===== src/shared/serial_bus_gate_pkg.sv =====
// What this block does
// RQ1: setting the module-off bit stops the module, leaving it in lowest power.
// RQ2: while the module is off, register writes are ignored and reads are meaningless.
// RQ3: the module works only while its module-off bit reads clear.
// RQ4: any reset disables the module and aborts active or waiting messages.
// RQ5: unimplemented register bits read as zero.
// RQ6: reset loads transmit 0x00ff, control 0x1000, all other registers zero.
// RQ7: master holds start for (baud_count + 1) half cycles, then drives first clock; this design holds it for baud_count + 1 full clock cycles.
// RQ8: every master bus-phase duration uses the baud_count register value.
`default_nettype none
package serial_bus_gate_pkg;
  // ------------------------------------------------------------
  // register byte offsets
  // ------------------------------------------------------------
  localparam logic [7:0] OFF_RECEIVE = 8'h00;
  localparam logic [7:0] OFF_TRANSMIT = 8'h04;
  localparam logic [7:0] OFF_BAUD = 8'h08;
  localparam logic [7:0] OFF_CONTROL = 8'h0c;
  localparam logic [7:0] OFF_STATUS = 8'h10;
  localparam logic [7:0] OFF_OWN_ADDR = 8'h14;
  localparam logic [7:0] OFF_ADDR_MASK = 8'h18;
  localparam logic [7:0] OFF_GATE = 8'h1c;
  // ------------------------------------------------------------
  // reset values and implemented-bit masks
  // ------------------------------------------------------------
  localparam logic [15:0] RST_RECEIVE = 16'h0000;
  localparam logic [15:0] RST_TRANSMIT = 16'h00ff;
  localparam logic [15:0] RST_BAUD = 16'h0000;
  localparam logic [15:0] RST_CONTROL = 16'h1000;
  localparam logic [15:0] RST_STATUS = 16'h0000;
  localparam logic [15:0] RST_OWN_ADDR = 16'h0000;
  localparam logic [15:0] RST_ADDR_MASK = 16'h0000;
  localparam logic [15:0] MASK_RECEIVE = 16'h00ff;
  localparam logic [15:0] MASK_TRANSMIT = 16'h00ff;
  localparam logic [15:0] MASK_BAUD = 16'h01ff;
  localparam logic [15:0] MASK_CONTROL = 16'hbfff;
  localparam logic [15:0] MASK_STATUS = 16'hc7ff;
  localparam logic [15:0] MASK_ADDR = 16'h03ff;
  // ------------------------------------------------------------
  // field positions
  // ------------------------------------------------------------
  localparam int GATE_MODULE_OFF = 0;
  localparam int CON_ENABLE = 15;
  localparam int CON_CLOCK_RELEASE = 12;
  localparam int CON_STOP_REQ = 2;
  localparam int CON_START_REQ = 0;
  localparam int STAT_STOP_SEEN = 4;
  localparam int STAT_START_SEEN = 3;
  localparam int STAT_TX_FULL = 0;
  localparam int BAUD_W = 9;
endpackage
`default_nettype wire

===== src/hdl/od_pin.sv =====
`timescale 1ns/100ps
`default_nettype none
// open-drain pad driver: output value is always low, enable is active low
module od_pin (
  input wire logic i_clock,
  input wire logic i_rst_n,
  input wire logic i_pull_low,
  output logic o_out,
  output logic o_oe_n
);
  always_ff @(posedge i_clock or negedge i_rst_n) begin
    if (!i_rst_n) begin
      o_out <= 1'b0;
      o_oe_n <= 1'b1;
    end else begin
      o_out <= 1'b0;
      o_oe_n <= !i_pull_low;
    end
  end
endmodule
`default_nettype wire


===== src/hdl/phase_timer.sv =====
`timescale 1ns/100ps
`default_nettype none
// counts baud_count + 1 clock cycles after a load, then pulses done
module phase_timer (
  input wire logic i_clock,
  input wire logic i_rst_n,
  input wire logic i_load,
  input wire logic i_abort,
  input wire logic [serial_bus_gate_pkg::BAUD_W-1:0] i_count,
  output logic o_done
);
  import serial_bus_gate_pkg::*;
  logic [BAUD_W-1:0] cnt_r;
  logic run_r;

  always_ff @(posedge i_clock or negedge i_rst_n) begin
    if (!i_rst_n) begin
      cnt_r <= '0;
      run_r <= 1'b0;
    end else if (i_abort) begin
      run_r <= 1'b0;
    end else if (i_load) begin
      cnt_r <= i_count; // RQ8
      run_r <= 1'b1;
    end else if (run_r) begin
      if (cnt_r == '0) begin
        run_r <= 1'b0;
      end else begin
        cnt_r <= cnt_r - 1'b1;
      end
    end
  end

  // done must not look at the load: the caller reloads on done, which would loop
  assign o_done = run_r && (cnt_r == '0) && !i_abort;
endmodule
`default_nettype wire


===== src/hdl/serial_bus_gate.sv =====
// The placing of the registers and register access over APB are this design's own decisions.
`timescale 1ns/100ps
`default_nettype none
module serial_bus_gate (
  input wire logic I_CLOCK,
  input wire logic I_RST_N,
  input wire logic I_PSEL,
  input wire logic I_PENABLE,
  input wire logic I_PWRITE,
  input wire logic [7:0] I_PADDR,
  input wire logic [31:0] I_PWDATA,
  output logic [31:0] O_PRDATA,
  output logic O_PREADY,
  output logic O_PSLVERR,
  input wire logic I_SCL_IN,
  output logic O_SCL_OUT,
  output logic O_SCL_OE_N,
  input wire logic I_SDA_IN,
  output logic O_SDA_OUT,
  output logic O_SDA_OE_N
);
  import serial_bus_gate_pkg::*;

  typedef enum logic [2:0] {
    ST_IDLE,
    ST_START_HOLD,
    ST_STOP_SETUP,
    ST_STOP_HOLD
  } state_t;

  // ------------------------------------------------------------
  // register storage
  // ------------------------------------------------------------
  logic [15:0] receive_buffer_r;
  logic [15:0] transmit_buffer_r;
  logic [15:0] bit_rate_count_r;
  logic [15:0] bus_control_r;
  logic [15:0] bus_status_r;
  logic [15:0] own_slave_address_r;
  logic [15:0] slave_address_mask_r;
  logic module_off_bit_r;
  state_t state_r;
  logic scl_low_r;
  logic sda_low_r;

  // ------------------------------------------------------------
  // apb slave decode
  // ------------------------------------------------------------
  // one wait state so that read data can come from a flop
  logic access;
  logic wr_done;
  logic rd_take;
  logic mapped;
  logic core_reg;
  logic core_wr;
  logic [15:0] wdata;
  logic [15:0] rd_nxt;

  assign access = I_PSEL && I_PENABLE;
  assign wr_done = access && O_PREADY && I_PWRITE;
  assign rd_take = access && !O_PREADY;
  assign core_reg = (I_PADDR[7:2] <= OFF_ADDR_MASK[7:2]) && (I_PADDR[1:0] == 2'b00);
  assign mapped = core_reg || (I_PADDR == OFF_GATE);
  assign core_wr = wr_done && !module_off_bit_r; // RQ2
  assign wdata = I_PWDATA[15:0];

  always_comb begin
    rd_nxt = 16'h0000;
    case (I_PADDR)
      OFF_RECEIVE: rd_nxt = receive_buffer_r & MASK_RECEIVE; // RQ5
      OFF_TRANSMIT: rd_nxt = transmit_buffer_r & MASK_TRANSMIT; // RQ5
      OFF_BAUD: rd_nxt = bit_rate_count_r & MASK_BAUD; // RQ5
      OFF_CONTROL: rd_nxt = bus_control_r & MASK_CONTROL; // RQ5
      OFF_STATUS: rd_nxt = bus_status_r & MASK_STATUS; // RQ5
      OFF_OWN_ADDR: rd_nxt = own_slave_address_r & MASK_ADDR; // RQ5
      OFF_ADDR_MASK: rd_nxt = slave_address_mask_r & MASK_ADDR; // RQ5
      OFF_GATE: rd_nxt = {15'h0000, module_off_bit_r};
      default: rd_nxt = 16'h0000;
    endcase
    // reads of a stopped module are undefined; zero is returned
    if (module_off_bit_r && core_reg) begin
      rd_nxt = 16'h0000; // RQ2
    end
  end

  always_ff @(posedge I_CLOCK or negedge I_RST_N) begin
    if (!I_RST_N) begin
      O_PREADY <= 1'b0;
      O_PRDATA <= 32'h0000_0000;
      O_PSLVERR <= 1'b0;
    end else begin
      O_PREADY <= rd_take;
      if (rd_take) begin
        O_PRDATA <= I_PWRITE ? 32'h0000_0000 : {16'h0000, rd_nxt};
        O_PSLVERR <= !mapped;
      end else begin
        O_PSLVERR <= 1'b0;
      end
    end
  end

  // ------------------------------------------------------------
  // gate register: never gated by itself
  // ------------------------------------------------------------
  always_ff @(posedge I_CLOCK or negedge I_RST_N) begin
    if (!I_RST_N) begin
      module_off_bit_r <= 1'b0;
    end else if (wr_done && I_PADDR == OFF_GATE) begin
      module_off_bit_r <= I_PWDATA[GATE_MODULE_OFF];
    end
  end

  // module runs only with gate clear and its own enable set
  logic running;
  assign running = !module_off_bit_r && bus_control_r[CON_ENABLE]; // RQ3

  // ------------------------------------------------------------
  // plain software registers
  // ------------------------------------------------------------
  always_ff @(posedge I_CLOCK or negedge I_RST_N) begin
    if (!I_RST_N) begin
      transmit_buffer_r <= RST_TRANSMIT; // RQ6
      bit_rate_count_r <= RST_BAUD; // RQ6
      own_slave_address_r <= RST_OWN_ADDR; // RQ6
      slave_address_mask_r <= RST_ADDR_MASK; // RQ6
      receive_buffer_r <= RST_RECEIVE; // RQ6
    end else if (core_wr) begin
      case (I_PADDR)
        OFF_TRANSMIT: transmit_buffer_r <= wdata & MASK_TRANSMIT;
        OFF_BAUD: bit_rate_count_r <= wdata & MASK_BAUD;
        OFF_OWN_ADDR: own_slave_address_r <= wdata & MASK_ADDR;
        OFF_ADDR_MASK: slave_address_mask_r <= wdata & MASK_ADDR;
        default: receive_buffer_r <= receive_buffer_r;
      endcase
    end
  end

  // ------------------------------------------------------------
  // sequencer
  // ------------------------------------------------------------
  logic timer_load;
  logic timer_done;
  logic abort;
  logic start_done;
  logic stop_done;
  state_t state_nxt;

  // losing the gate or the enable aborts whatever is under way
  assign abort = !running; // RQ4
  assign start_done = (state_r == ST_START_HOLD) && timer_done;
  assign stop_done = (state_r == ST_STOP_HOLD) && timer_done;

  always_comb begin
    state_nxt = state_r;
    timer_load = 1'b0;
    case (state_r)
      ST_IDLE: begin
        if (bus_control_r[CON_START_REQ]) begin
          state_nxt = ST_START_HOLD;
          timer_load = 1'b1; // RQ7
        end else if (bus_control_r[CON_STOP_REQ]) begin
          state_nxt = ST_STOP_SETUP;
          timer_load = 1'b1; // RQ8
        end
      end
      ST_START_HOLD: begin
        if (timer_done) begin
          state_nxt = ST_IDLE;
        end
      end
      ST_STOP_SETUP: begin
        if (timer_done) begin
          state_nxt = ST_STOP_HOLD;
          timer_load = 1'b1; // RQ8
        end
      end
      ST_STOP_HOLD: begin
        if (timer_done) begin
          state_nxt = ST_IDLE;
        end
      end
      default: state_nxt = ST_IDLE;
    endcase
  end

  always_ff @(posedge I_CLOCK or negedge I_RST_N) begin
    if (!I_RST_N) begin
      state_r <= ST_IDLE; // RQ4
    end else if (abort) begin
      state_r <= ST_IDLE; // RQ4
    end else begin
      state_r <= state_nxt;
    end
  end

  phase_timer u_timer (
    .i_clock(I_CLOCK),
    .i_rst_n(I_RST_N),
    .i_load(timer_load && !abort),
    .i_abort(abort),
    .i_count(bit_rate_count_r[BAUD_W-1:0]), // RQ8
    .o_done(timer_done)
  );

  // ------------------------------------------------------------
  // line drive
  // ------------------------------------------------------------
  always_ff @(posedge I_CLOCK or negedge I_RST_N) begin
    if (!I_RST_N) begin
      scl_low_r <= 1'b0;
      sda_low_r <= 1'b0;
    end else if (abort) begin
      scl_low_r <= 1'b0; // RQ1
      sda_low_r <= 1'b0; // RQ1
    end else begin
      case (state_nxt)
        ST_START_HOLD: begin
          sda_low_r <= 1'b1; // RQ7
          scl_low_r <= 1'b0;
        end
        ST_STOP_SETUP: begin
          sda_low_r <= 1'b1;
          scl_low_r <= 1'b1;
        end
        ST_STOP_HOLD: begin
          sda_low_r <= 1'b1;
          scl_low_r <= 1'b0;
        end
        default: begin
          // after the start hold the first clock low phase begins
          if (start_done) begin
            scl_low_r <= 1'b1; // RQ7
          end
          if (stop_done) begin
            sda_low_r <= 1'b0;
          end
        end
      endcase
    end
  end

  od_pin u_scl (
    .i_clock(I_CLOCK),
    .i_rst_n(I_RST_N),
    .i_pull_low(scl_low_r),
    .o_out(O_SCL_OUT),
    .o_oe_n(O_SCL_OE_N)
  );

  od_pin u_sda (
    .i_clock(I_CLOCK),
    .i_rst_n(I_RST_N),
    .i_pull_low(sda_low_r),
    .o_out(O_SDA_OUT),
    .o_oe_n(O_SDA_OE_N)
  );

  // ------------------------------------------------------------
  // control register: software sets requests, hardware ends them
  // ------------------------------------------------------------
  // a software write in the same cycle as a hardware clear wins
  always_ff @(posedge I_CLOCK or negedge I_RST_N) begin
    if (!I_RST_N) begin
      bus_control_r <= RST_CONTROL; // RQ6
    end else begin
      if (start_done || abort) begin
        bus_control_r[CON_START_REQ] <= 1'b0; // RQ4
      end
      if (stop_done || abort) begin
        bus_control_r[CON_STOP_REQ] <= 1'b0; // RQ4
      end
      if (core_wr && I_PADDR == OFF_CONTROL) begin
        bus_control_r <= wdata & MASK_CONTROL;
      end
    end
  end

  // ------------------------------------------------------------
  // status register: read only, hardware owned
  // ------------------------------------------------------------
  always_ff @(posedge I_CLOCK or negedge I_RST_N) begin
    if (!I_RST_N) begin
      bus_status_r <= RST_STATUS; // RQ6
    end else if (!bus_control_r[CON_ENABLE] && !module_off_bit_r) begin
      bus_status_r <= RST_STATUS;
    end else begin
      if (start_done) begin
        bus_status_r[STAT_START_SEEN] <= 1'b1;
        bus_status_r[STAT_STOP_SEEN] <= 1'b0;
      end
      if (stop_done) begin
        bus_status_r[STAT_STOP_SEEN] <= 1'b1;
        bus_status_r[STAT_START_SEEN] <= 1'b0;
      end
      if (core_wr && I_PADDR == OFF_TRANSMIT) begin
        bus_status_r[STAT_TX_FULL] <= 1'b1;
      end
    end
  end

  // ------------------------------------------------------------
  // checks
  // ------------------------------------------------------------
  logic [BAUD_W-1:0] hold_cnt_r;
  logic first_r;

  always_ff @(posedge I_CLOCK or negedge I_RST_N) begin
    if (!I_RST_N) begin
      hold_cnt_r <= '0;
      first_r <= 1'b1;
    end else begin
      first_r <= 1'b0;
      if (state_r == ST_START_HOLD) begin
        hold_cnt_r <= hold_cnt_r + 1'b1;
      end else begin
        hold_cnt_r <= '0;
      end
    end
  end

  AST_OFF_WRITE_IGNORED: assert property (@(posedge I_CLOCK) disable iff (!I_RST_N) // RQ2
    (module_off_bit_r && wr_done && core_reg) |=> ($stable(transmit_buffer_r)
      && $stable(bit_rate_count_r) && $stable(own_slave_address_r)
      && $stable(slave_address_mask_r)))
    else $error("register changed while module off");

  AST_OFF_READ_ZERO: assert property (@(posedge I_CLOCK) disable iff (!I_RST_N) // RQ2
    (module_off_bit_r && rd_take && core_reg && !I_PWRITE) |=> (O_PRDATA == 32'h0000_0000))
    else $error("read of stopped module returned data");

  AST_OFF_LINES_FREE: assert property (@(posedge I_CLOCK) disable iff (!I_RST_N) // RQ1
    module_off_bit_r |=> ##1 (O_SCL_OE_N && O_SDA_OE_N && state_r == ST_IDLE))
    else $error("lines still driven while module off");

  AST_ENABLE_ABORT: assert property (@(posedge I_CLOCK) disable iff (!I_RST_N) // RQ3
    (!running && state_r != ST_IDLE) |=> (state_r == ST_IDLE && !bus_control_r[CON_START_REQ]))
    else $error("sequence not aborted when module stopped");

  AST_HOLD_LENGTH: assert property (@(posedge I_CLOCK) disable iff (!I_RST_N) // RQ7
    (start_done && running) |-> (hold_cnt_r == bit_rate_count_r[BAUD_W-1:0]))
    else $error("start hold not baud_count plus one cycles");

  AST_HOLD_LINES: assert property (@(posedge I_CLOCK) disable iff (!I_RST_N) // RQ7
    (state_r == ST_START_HOLD && $past(state_r) == ST_START_HOLD)
      |-> (sda_low_r && !scl_low_r))
    else $error("lines wrong during start hold");

  AST_FIRST_CLOCK: assert property (@(posedge I_CLOCK) disable iff (!I_RST_N) // RQ7
    (start_done && running) |=> scl_low_r ##1 !O_SCL_OE_N)
    else $error("first clock low not driven after start hold");

  AST_UNUSED_BITS_ZERO: assert property (@(posedge I_CLOCK) disable iff (!I_RST_N) // RQ5
    (rd_take && !I_PWRITE && I_PADDR == OFF_TRANSMIT) |=> (O_PRDATA[31:8] == 24'h000000))
    else $error("unimplemented bits read nonzero");

  AST_RESET_LOAD: assert property (@(posedge I_CLOCK) disable iff (!I_RST_N) // RQ6
    first_r |-> (transmit_buffer_r == 16'h00ff && bus_control_r == 16'h1000
      && bus_status_r == 16'h0000 && bit_rate_count_r == 16'h0000))
    else $error("register reset values wrong");

  AST_RESET_IDLE: assert property (@(posedge I_CLOCK) disable iff (!I_RST_N) // RQ4
    first_r |-> (state_r == ST_IDLE && O_SCL_OE_N && O_SDA_OE_N))
    else $error("activity after reset");
endmodule
`default_nettype wire


===== config.mk =====
export PLATFORM = sky130hd
export DESIGN_NAME = serial_bus_gate
export DESIGN_NICKNAME = d
export VERILOG_FILES = /design/src/shared/serial_bus_gate_pkg.sv /design/src/hdl/od_pin.sv /design/src/hdl/phase_timer.sv /design/src/hdl/serial_bus_gate.sv
export SDC_FILE = /design/constraint.sdc
export NUM_CORES = 1
export LEC_CHECK = 0
export BUFFER_PORTS_ARGS = -buffer_cell sky130_fd_sc_hd__buf_2
export CAP_MARGIN = 30
export CELL_PAD_IN_SITES_DETAIL_PLACEMENT = 0
export CELL_PAD_IN_SITES_GLOBAL_PLACEMENT = 1
export CORE_UTILIZATION = 45
export CTS_BUF_LIST = sky130_fd_sc_hd__clkbuf_4 sky130_fd_sc_hd__clkbuf_8
export DETAILED_ROUTE_END_ITERATION = 16
export GPL_TIMING_DRIVEN = 0
export HOLD_SLACK_MARGIN = 0.12
export PLACE_DENSITY = 0.78
export SLEW_MARGIN = 0
export SYNTH_ARGS = -nofsm -noshare
export SYNTH_HDL_FRONTEND = slang
export SYNTH_HIERARCHICAL = 1
export SYNTH_SLANG_ARGS = --single-unit

===== constraint.sdc =====
create_clock -name I_CLOCK -period 3.4 [get_ports I_CLOCK]
set_input_delay 0.34 -clock I_CLOCK [delete_from_list [all_inputs] [get_ports I_CLOCK]]
set_output_delay 0.34 -clock I_CLOCK [all_outputs]
set_load 0.01 [all_outputs]

==> results.toml, run 1 <==
[outcome]
status = "complete, no violations"

[setup_path]
end_kind = "register"
criticalPathCategory = "reg -> reg"
cp_common_cell = "nor2_1"
critPathMaxFanout = 10
cp-start-kind = "register"
reg2reg_from = "module_off_bit_r"
cpPeakStageDelay_ns = 0.37
worst_r2r_path_depth = 12
critical_path.cell_chain = "clkbuf_2 > nor2b_2 > inv_1 > nand2b_1 > nor2_1 > a21oi_1 > nor4_1 > clkbuf_4 > nor2b_1 > nor2_1 > a32oi_1 > o21ai_0"
worstPathRequired_ns = 3.66
r2r_slack_ns = 0.39
cp_slowest_cell = "dfrtp_1"
r2r_end = "u_timer/cnt_r[7]"
crit_arrival_ns = 3.27

[grt]
antenna_found_initial = 0
grt_pass1_wl_mm = 16.4
grt.overflow.total = 0
grt_max_degree = 73
grt_pass1_vias = 3132
track_usage = 0.213

[die]
die_width_um = 101
die_h_um = 101
die_area_um2 = 10200
rows = 35
io_pins = 85
initial_utilization = 0.472
placeableCoreArea_um2 = 9370

[timing]
setup_tns_ns = 0
post-route-period-util = 0.884
slew_viol_final = 0
finalClockSkew_ns = 0.0156
slew_headroom = 0.404
timing.hold.ws_ns = 0.200
setup_violations = 0
timing_hold_violations_final = 0
rsz0062_at_grt = "false"
worstMarginPinSlew_ns = 0.887
fmax_ghz = 0.333
fin_crit_ns = 3.01

[pwr]
p_int_uw = 1480
p_leak_uw = 0.00238
pwr-share-comb = 0.070
ir_drop_v = 0.000229
power.share.clock = 0.388
power_density_nw_per_um2 = 389
swShare = 0.258
power.share.sequential = 0.542
p_switching_uw = 516

[layout]
area_growth_pct = 15.9
num_antenna_cells = 0
stdcell_area_um2 = 5130
fin_cells = 581
finalCoreUtilization = 0.547
layout.nets = 495
drive_gt1_frac = 0.381

[worst_hold_path]
holdPathStages = 2
hold_class = "in -> reg"
hp-start = "I_PWDATA[11]"
min_to = "bus_control_r[11]"

[route]
num_vias = 3186
drt_wl_total_mm = 9.94
drt_first_pass_iters = 5
viasPerCell = 5.48
postRouteAntennaNets = 0
drc_errors = 0
drt-wirelength-per-cell_um = 17.1
drtIter0Drc = 100

[logic_synthesis]
ys_seq_area_frac = 0.512
synth_seq_cells = 90
yosysWarningCount = 6
netlist_instances = 371
synth-async-reset-ratio = 1.00
synth_cell_types = 58
synth_flop_cell = "dfrtp_1"
yosys.area.top_type = "dfrtp_1"
syn_avg_cell_area_um2 = 11.9
synth_top_area_frac = 0.447
synthTopCellsByArea = "dfrtp_1, mux2_2, dfstp_2, buf_4, nor4_4"
synth_area_um2 = 4430
synth_edf_count = 0

[clocking]
cts_tree = "done"
cts.sink_count = 90
post-cts-setup-buffer-count = 0
cts.clk_slew.worst_paths_ns = 0.10
clk_latency_ns = 0.37
htreeDepth = 3
clockRootBuffer = "clkbuf_8"
clockBufferDepth = 2
cts_buffers = 9

[placed_design]
dp_cells = 564
gp_congestion = 0.818
dpl_cell_area_um2 = 4910
io_buffers = 46
hpwlAfterDp_mm = 7.11

[job]
maxCapViolCount = 0
[Yosys cell counts (all sizes together) (2+ instances only)]
master,instances
clkbuf,7
dfstp,11
xnor2,2
nor4,9
nor2b,6
a311oi,3
nor2,23
mux2i,8
or3,3
a22o,6
nand2,21
inv,9
dfrtp,79
a32o,3
a21boi,2
or4b,3
buf,24
o21ai,18
a32oi,2
conb,3
a221oi,7
nand3b,3
mux2,59
nor3,9
nand4,3
o21a,2
a22oi,5
a21oi,7
or4,2
nand3,7
nor3b,3
o22ai,3
and3,4
[how the worst max path moves through the flow]
stage                     startpoint                to  slack [ns]  cells past startpoint
floorplan           module_off_bit_r  u_timer/cnt_r[7]        0.82                     12
global placement    module_off_bit_r  u_timer/cnt_r[7]        0.27                     12
detailed placement  module_off_bit_r  u_timer/cnt_r[7]        0.22                     12
CTS                 module_off_bit_r  u_timer/cnt_r[7]        0.21                     12
global route        module_off_bit_r  u_timer/cnt_r[7]        0.01                     12
finish              module_off_bit_r  u_timer/cnt_r[7]        0.39                     12
[stage by stage]
step	power, uW	worst slack [ns]
global placement	1240	0.267
finish	2000	0.394
CTS	2010	0.205
detailed placement	1240	0.223
global route	2070	0.0127
floorplan	1170	0.822
[registers in the layout (all words and copies together) (netlist names)]
name,flops
bus_control_r,15
u_scl/o_oe_n,1
sda_low_r,1
own_slave_address_r,10
u_timer/run_r,1
O_PSLVERR,1
bit_rate_count_r,9
transmit_buffer_r,8
slave_address_mask_r,10
O_PREADY,1
bus_status_r,3
scl_low_r,1
module_off_bit_r,1
u_sda/o_oe_n,1
O_PRDATA,15
u_timer/cnt_r,9
state_r,3
[layout make-up]
type	instances	area, um^2
Clock buffer	9	124
Timing Repair Buffer	48	270
Multi-Input combinational cell	258	1990
Sequential cell	90	2270
Buffer	31	204
Inverter	9	33.8
Tap cell	129	161
Fill cell	872	4240
Clock inverter	7	82.6
[critical path, delay by kind of cell (launching register included)]
family	cells	cell delay, ns
AOI/OAI and AO/OA	3	0.42
buffers and inverters	3	0.71
and+or+nand+nor	6	1.41
DFF	1	0.37
[power by group through the flow]
stage / Clock, uW / Combinational (uW) / Sequential [uW]
after floorplan: 0 / 70.3 / 1100
after detailed placement: 0 / 138 / 1100
after CTS: 789 / 140 / 1080
final: 776 / 139 / 1080
after global placement: 0 / 132 / 1100
after global routing: 827 / 155 / 1080
[cell usage in the layout, fill, tap and decap left out, types with 7 or more instances in the layout]
cell type	n
buf_4	20
nand2_1	21
a21oi_1	7
nor3_1	9
conb_1	20
o21ai_0	17
mux2_2	59
clkbuf_8	9
a221oi_1	7
inv_1	9
mux2i_1	8
nand3_1	7
dfstp_2	11
nor2_1	23
buf_2	48
dfrtp_1	79
[cells by family (layout without fill, tap and decap cells)]
kind of cell,after synthesis,in the layout,share of synthesized area
fa+ha+maj,1,1,0.00283
flops,90,90,0.512
xor+xnor,2,2,0.00396
buf+inv,40,104,0.0537
mux,67,67,0.168
compound gates,67,67,0.109
other cells,3,20,0.00254
simple gates,101,101,0.148
[metal layers]
metal / share of wire / GRT usage / vias to the layer above / wire length [um]
li1: - / - / 1489 / -
met1: 0.47 / 0.295 / 1595 / 4640
met2: 0.48 / 0.337 / 88 / 4760
met3: 0.040 / 0.0421 / 14 / 395
met4: 0.015 / 0.0713 / 0 / 147
met5: 0 / 0 / - / 0
[what timing repair did]
action                                  4_1_cts  5_1_grt
endpoints found under the hold margin        17        0
endpoints found under the setup margin        0        1
gates resized for setup                       0        1
hold buffers                                  1        0
(Power assumes the default switching activity.)
==> run 2, diff against run 1 <==
==> constraint.sdc (replaced) <==
create_clock -name I_CLOCK -period 3.4 [get_ports I_CLOCK]
set_input_delay 0.68 -clock I_CLOCK [delete_from_list [all_inputs] [get_ports I_CLOCK]]
set_output_delay 0.68 -clock I_CLOCK [all_outputs]
set_load 0.01 [all_outputs]
==> run 2 against run 1 <==
- die area unchanged
- sequential cell count unchanged
- clock skew fell by 0.00070 ns
- non-clock buffer count shrank 1
- final cell count is 0.17% lower
- clock power about the same
- global-route usage unchanged
- highest routed layer unchanged
- setup slack worse by 0.0059 ns
- total power hardly changed
- critical path depth unchanged
- via count hardly changed
==> results.toml, run 2 (synthesis gave the netlist of run 1 again) <==
[grt]
antenna_found_initial = 0
grt_pass1_vias = 3132
grt.overflow.total = 0
grt_pass1_wl_mm = 16.4
track_usage = 0.213
grt_max_degree = 73

[route]
wl_met3_um = 424
wl_met2_mm = 4.80
num_vias = 3187
met1_length_mm = 4.59
viasPerCell = 5.49
postRouteAntennaNets = 0
drtIter0Drc = 101
drt_first_pass_iters = 4
drt_wl_total_mm = 9.96
routed.top_layer = "met4"
drc_errors = 0
drt-wirelength-per-cell_um = 17.2

[layout]
num_antenna_cells = 0
layout.nets = 494
area_growth_pct = 15.7
stdcell_area_um2 = 5120
drive_gt1_frac = 0.381
mostFrequentLayoutCell = "dfrtp_1"
fin_cells = 580
largest_registers = "O_PRDATA x15, bus_control_r x15"
final_cell_mix = "dfrtp_1, mux2_2, buf_2"

[die]
rows = 35
initial_utilization = 0.472
die_area_um2 = 10200
placeableCoreArea_um2 = 9370
io_pins = 85
die_h_um = 101
die_width_um = 101

[timing]
rsz0062_at_grt = "false"
finalClockSkew_ns = 0.0149
setup_violations = 0
fin_crit_ns = 3.01
worstMarginPinSlew_ns = 0.882
slew_viol_final = 0
timing.hold.ws_ns = 0.174
setup_tns_ns = 0
timing_hold_violations_final = 0
slew_headroom = 0.408
fmax_ghz = 0.332
post-route-period-util = 0.886

[setup_path]
critical_path.cell_chain = "clkbuf_2 > nor2b_2 > inv_1 > nand2b_1 > nor2_1 > a21oi_1 > nor4_1 > clkbuf_4 > nor2b_1 > nor2_1 > a32oi_1 > o21ai_0"
end_kind = "register"
critPathLaunch = "module_off_bit_r"
criticalPathCategory = "reg -> reg"
r2r_slack_ns = 0.39
worstPathRequired_ns = 3.66
reg2reg_from = "module_off_bit_r"
cpPeakStageDelay_ns = 0.37
crit_arrival_ns = 3.27
critPathMaxFanout = 10
cp_slowest_cell = "dfrtp_1"
cp_common_cell = "nor2_1"
cp-start-kind = "register"

[clocking]
cts.sink_count = 90
clockBufferDepth = 2
clockRootBuffer = "clkbuf_8"
post-cts-setup-buffer-count = 0
cts_buffers = 9
cts.clk_slew.worst_paths_ns = 0.10
htreeDepth = 3
cts_hold_buf = 0
clk_latency_ns = 0.37
cts_resized = 0
cts_tree = "done"

[worst_hold_path]
hold_class = "in -> async"

[placed_design]
io_buffers = 46
dp_cells = 564
gp_congestion = 0.818
dpl_cell_area_um2 = 4910
hpwlAfterDp_mm = 7.11

[pwr]
power_density_nw_per_um2 = 390
power.share.clock = 0.388
p_switching_uw = 515
power.share.sequential = 0.542
p_leak_uw = 0.00238
p_int_uw = 1480
ir_drop_v = 0.000229
swShare = 0.258
pwr-share-comb = 0.069

[outcome]
status = "complete, no violations"

[job]
maxCapViolCount = 0
## run 2: cell types whose count changed in the layout (fill, tap and decap cells not counted), sizes merged
| cell | change |
|---|---|
| dlygate4sd3 | -1 |
## run 2: cell type report
class,instances,area (um^2)
tap,129,161
timing repair buffer,47,260
buffer,31,204
clock buffer,9,124
sequential,90,2270
fill,874,4250
multi-input combinational,258,1990
inverter,9,33.8
clock inverter,7,82.6
## run 2: final timing paths
path,endpoint,depth (start not counted)
hold / removal,u_timer/cnt_r[4],1
hold reg to reg,u_scl/o_oe_n,1
setup reg to reg,u_timer/cnt_r[7],12
setup / recovery,u_timer/cnt_r[7],12
max in group asynchronous,transmit_buffer_r[5],2
min in group I_CLOCK,u_scl/o_oe_n,1
## run 2: metrics by stage
stage / setup slack (ns) / total power [uW] / utilization
floorplan: 0.822 / 1170 / -
global placement: 0.267 / 1240 / 0.521
detailed placement: 0.223 / 1240 / 0.524
CTS: 0.205 / 2010 / 0.546
global route: 0.0127 / 2070 / 0.546
finish: 0.388 / 2000 / 0.546
## run 2: power by group through the flow
stage / clock (uW) / sequential [uW] / combinational, uW
final: 775 / 1080 / 138
after global routing: 827 / 1080 / 154
after floorplan: 0 / 1100 / 70.3
after global placement: 0 / 1100 / 132
after CTS: 789 / 1080 / 139
after detailed placement: 0 / 1100 / 138
## run 2: worst max-delay path, delay by kind of cell (launching register included)
family / cells / cell delay, ns
AO/OA/AOI/OAI: 3 / 0.42
buffers and inverters: 3 / 0.71
flip-flops: 1 / 0.37
AND/OR/NAND/NOR: 6 / 1.42
## run 2: metal layers
metal	GRT usage	vias to the layer above
li1	-	1490
met1	0.295	1592
met2	0.337	91
met3	0.0421	14
met4	0.0713	0
met5	0	-
==> run 3, diff against run 2 <==
--- a/config.mk
+++ b/config.mk
@@ -16,4 +16,5 @@
 export HOLD_SLACK_MARGIN = 0.12
 export PLACE_DENSITY = 0.78
+export REMOVE_ABC_BUFFERS = 1
 export SLEW_MARGIN = 0
 export SYNTH_ARGS = -nofsm -noshare
==> constraint.sdc (replaced) <==
create_clock -name I_CLOCK -period 3.4 [get_ports I_CLOCK]
set_input_delay 0.68 -clock I_CLOCK [delete_from_list [all_inputs] [get_ports I_CLOCK]]
set_output_delay 0.68 -clock I_CLOCK [all_outputs]
set_load 0.02 [all_outputs]
==> run 3 against run 2 <==
- clock-buffer cell count rose by 1
- non-clock buffer count shrank 29
- critical path depth is 2 lower
- utilization fell by 2.1 points
- clock power fell by 13%
- global-route usage fell by 1.6 points
- sequential cell count unchanged
- first-iteration DRC count down 23%
- register-to-register slack improved by 0.03 ns
- total power fell by 5.4%
- critical endpoint is now u_timer/cnt_r[0]
- largest cell class unchanged
==> results.toml, run 3 (synthesis gave the netlist of run 1 again) <==
[outcome]
status = "complete, no violations"

[pwr]
power_density_nw_per_um2 = 384
power.share.sequential = 0.574
power.share.clock = 0.359
p_leak_uw = 0.00225
ir_drop_v = 0.000268
pwr-share-comb = 0.067
p_int_uw = 1390
power_uw = 1890
p_switching_uw = 494
swShare = 0.262

[clocking]
clockRootBuffer = "clkbuf_8"
post-cts-setup-buffer-count = 0
htreeDepth = 3
cts.clk_slew.worst_paths_ns = 0.09
cts_buffers = 9
cts_tree = "done"
clk_latency_ns = 0.37
clockBufferDepth = 2
cts.sink_count = 90

[setup_path]
crit_family = "simple AND/OR/NAND/NOR gates"
cpPeakStageDelay_ns = 0.60
criticalPathCategory = "reg -> reg"
worstPathRequired_ns = 3.69
critPathMaxFanout = 10
end_kind = "register"
critical_path.cell_chain = "nor2b_2 > inv_1 > nand2b_1 > nor2_1 > a21oi_1 > nor4_2 > clkdlybuf4s18_2 > nand2_1 > o21ai_1 > a2bb2oi_1"
cp_slowest_cell = "dfrtp_1"
cp-start-kind = "register"
crit_arrival_ns = 3.27
crit_buf_inv = 2

[route]
wl_met3_um = 332
met1_length_mm = 4.43
drtIter0Drc = 78
drt_first_pass_iters = 4
postRouteAntennaNets = 0
drc_errors = 0
drt-wirelength-per-cell_um = 17.1
viasPerCell = 5.47
routed.top_layer = "met4"
wl_met2_mm = 4.55
drt_wl_total_mm = 9.42
num_vias = 3016

[layout]
area_growth_pct = 11.2
layout.nets = 465
num_antenna_cells = 0
stdcell_area_um2 = 4920
largest_registers = "O_PRDATA x15, bus_control_r x15"
mostFrequentLayoutCell = "dfrtp_1"
final_cell_mix = "dfrtp_1, mux2_2, buf_2"
drive_gt1_frac = 0.355

[die]
io_pins = 85
initial_utilization = 0.472
rows = 35
die_h_um = 101
die_width_um = 101
die_area_um2 = 10200
placeableCoreArea_um2 = 9370

[timing]
fin_crit_ns = 2.98
post-route-period-util = 0.878
rsz0062_at_grt = "false"
slew_viol_final = 0
setup_tns_ns = 0
worstMarginPinSlew_ns = 0.871
timing.hold.ws_ns = 0.222
finalClockSkew_ns = 0.0104
slew_headroom = 0.415
setup_violations = 0
timing_hold_violations_final = 0
fmax_ghz = 0.335

[placed_design]
hpwlAfterDp_mm = 6.74
dpl_cell_area_um2 = 4730
io_buffers = 46
gp_congestion = 0.822

[grt]
grt_max_degree = 67
grt.overflow.total = 0
antenna_found_initial = 0
grt_pass1_vias = 2850
grt_pass1_wl_mm = 15.1
track_usage = 0.197

[job]
maxCapViolCount = 0

[worst_hold_path]
hold_class = "in -> async"
[run 3: cell count changes in the layout (fill, tap and decap cells not counted), moves of 2 or more]
cell and change:
clkbuf_1 -5, buf_2 -3, clkinvlp_4 -2, buf_4 -19, clkinv_4 +3
[run 3: path summary, 6_finish.rpt]
kind                                      to  cells after the start        startpoint  slack [ns]
max                         u_timer/cnt_r[0]                     10  module_off_bit_r        0.42
min                         u_timer/cnt_r[0]                      1           I_RST_N        0.22
max reg2reg                 u_timer/cnt_r[0]                     10  module_off_bit_r        0.42
min reg2reg                     u_sda/o_oe_n                      1         sda_low_r        0.39
max in group asynchronous  bus_control_r[12]                      2           I_RST_N        2.48
min in group I_CLOCK            u_sda/o_oe_n                      1         sda_low_r        0.39
[run 3: worst reg2reg max path: stages, from the launching register on]
cell             delay, ns
dfrtp_1               0.60
nor2b_2               0.34
inv_1                 0.25
nand2b_1              0.24
nor2_1                0.27
a21oi_1               0.14
nor4_2                0.22
clkdlybuf4s18_2       0.32
nand2_1               0.17
o21ai_1               0.18
a2bb2oi_1             0.19
[run 3: stage by stage]
stage	instances	util	setup WS [ns]
finish	551	0.525	0.416
global route	551	0.525	0.124
CTS	551	0.524	0.107
detailed placement	535	0.505	0.104
global placement	532	0.499	-0.443
floorplan	357	-	0.493
[run 3: area by class of cell]
class                      count  area, um^2
multi-input combinational    258        1990
sequential                    90        2270
tap                          129         161
clock inverter                 6        48.8
inverter                       9        33.8
clock buffer                  10         131
timing repair buffer          49         285
fill                         888        4450
[run 3: metal layers]
layer  vias up  global-route usage
met2        66               0.312
met3         8              0.0435
met4         0              0.0580
li1       1428                   -
met1      1514               0.273
met5         -                   0
[run 3: repair_timing]
item | 4_1_cts | 5_1_grt
hold buffers | 0 | 0
setup endpoints to repair | 0 | 8
resized for setup | 0 | 2
[run 3: power by group through the flow]
stage          combinational (uW)  sequential [uW]  clock, uW
4_1_cts                       128             1080        706
6_report                      127             1080        678
2_1_floorplan                55.7             1100          0
3_3_place_gp                  121             1100          0
5_1_grt                       142             1080        744
3_5_place_dp                  128             1100          0
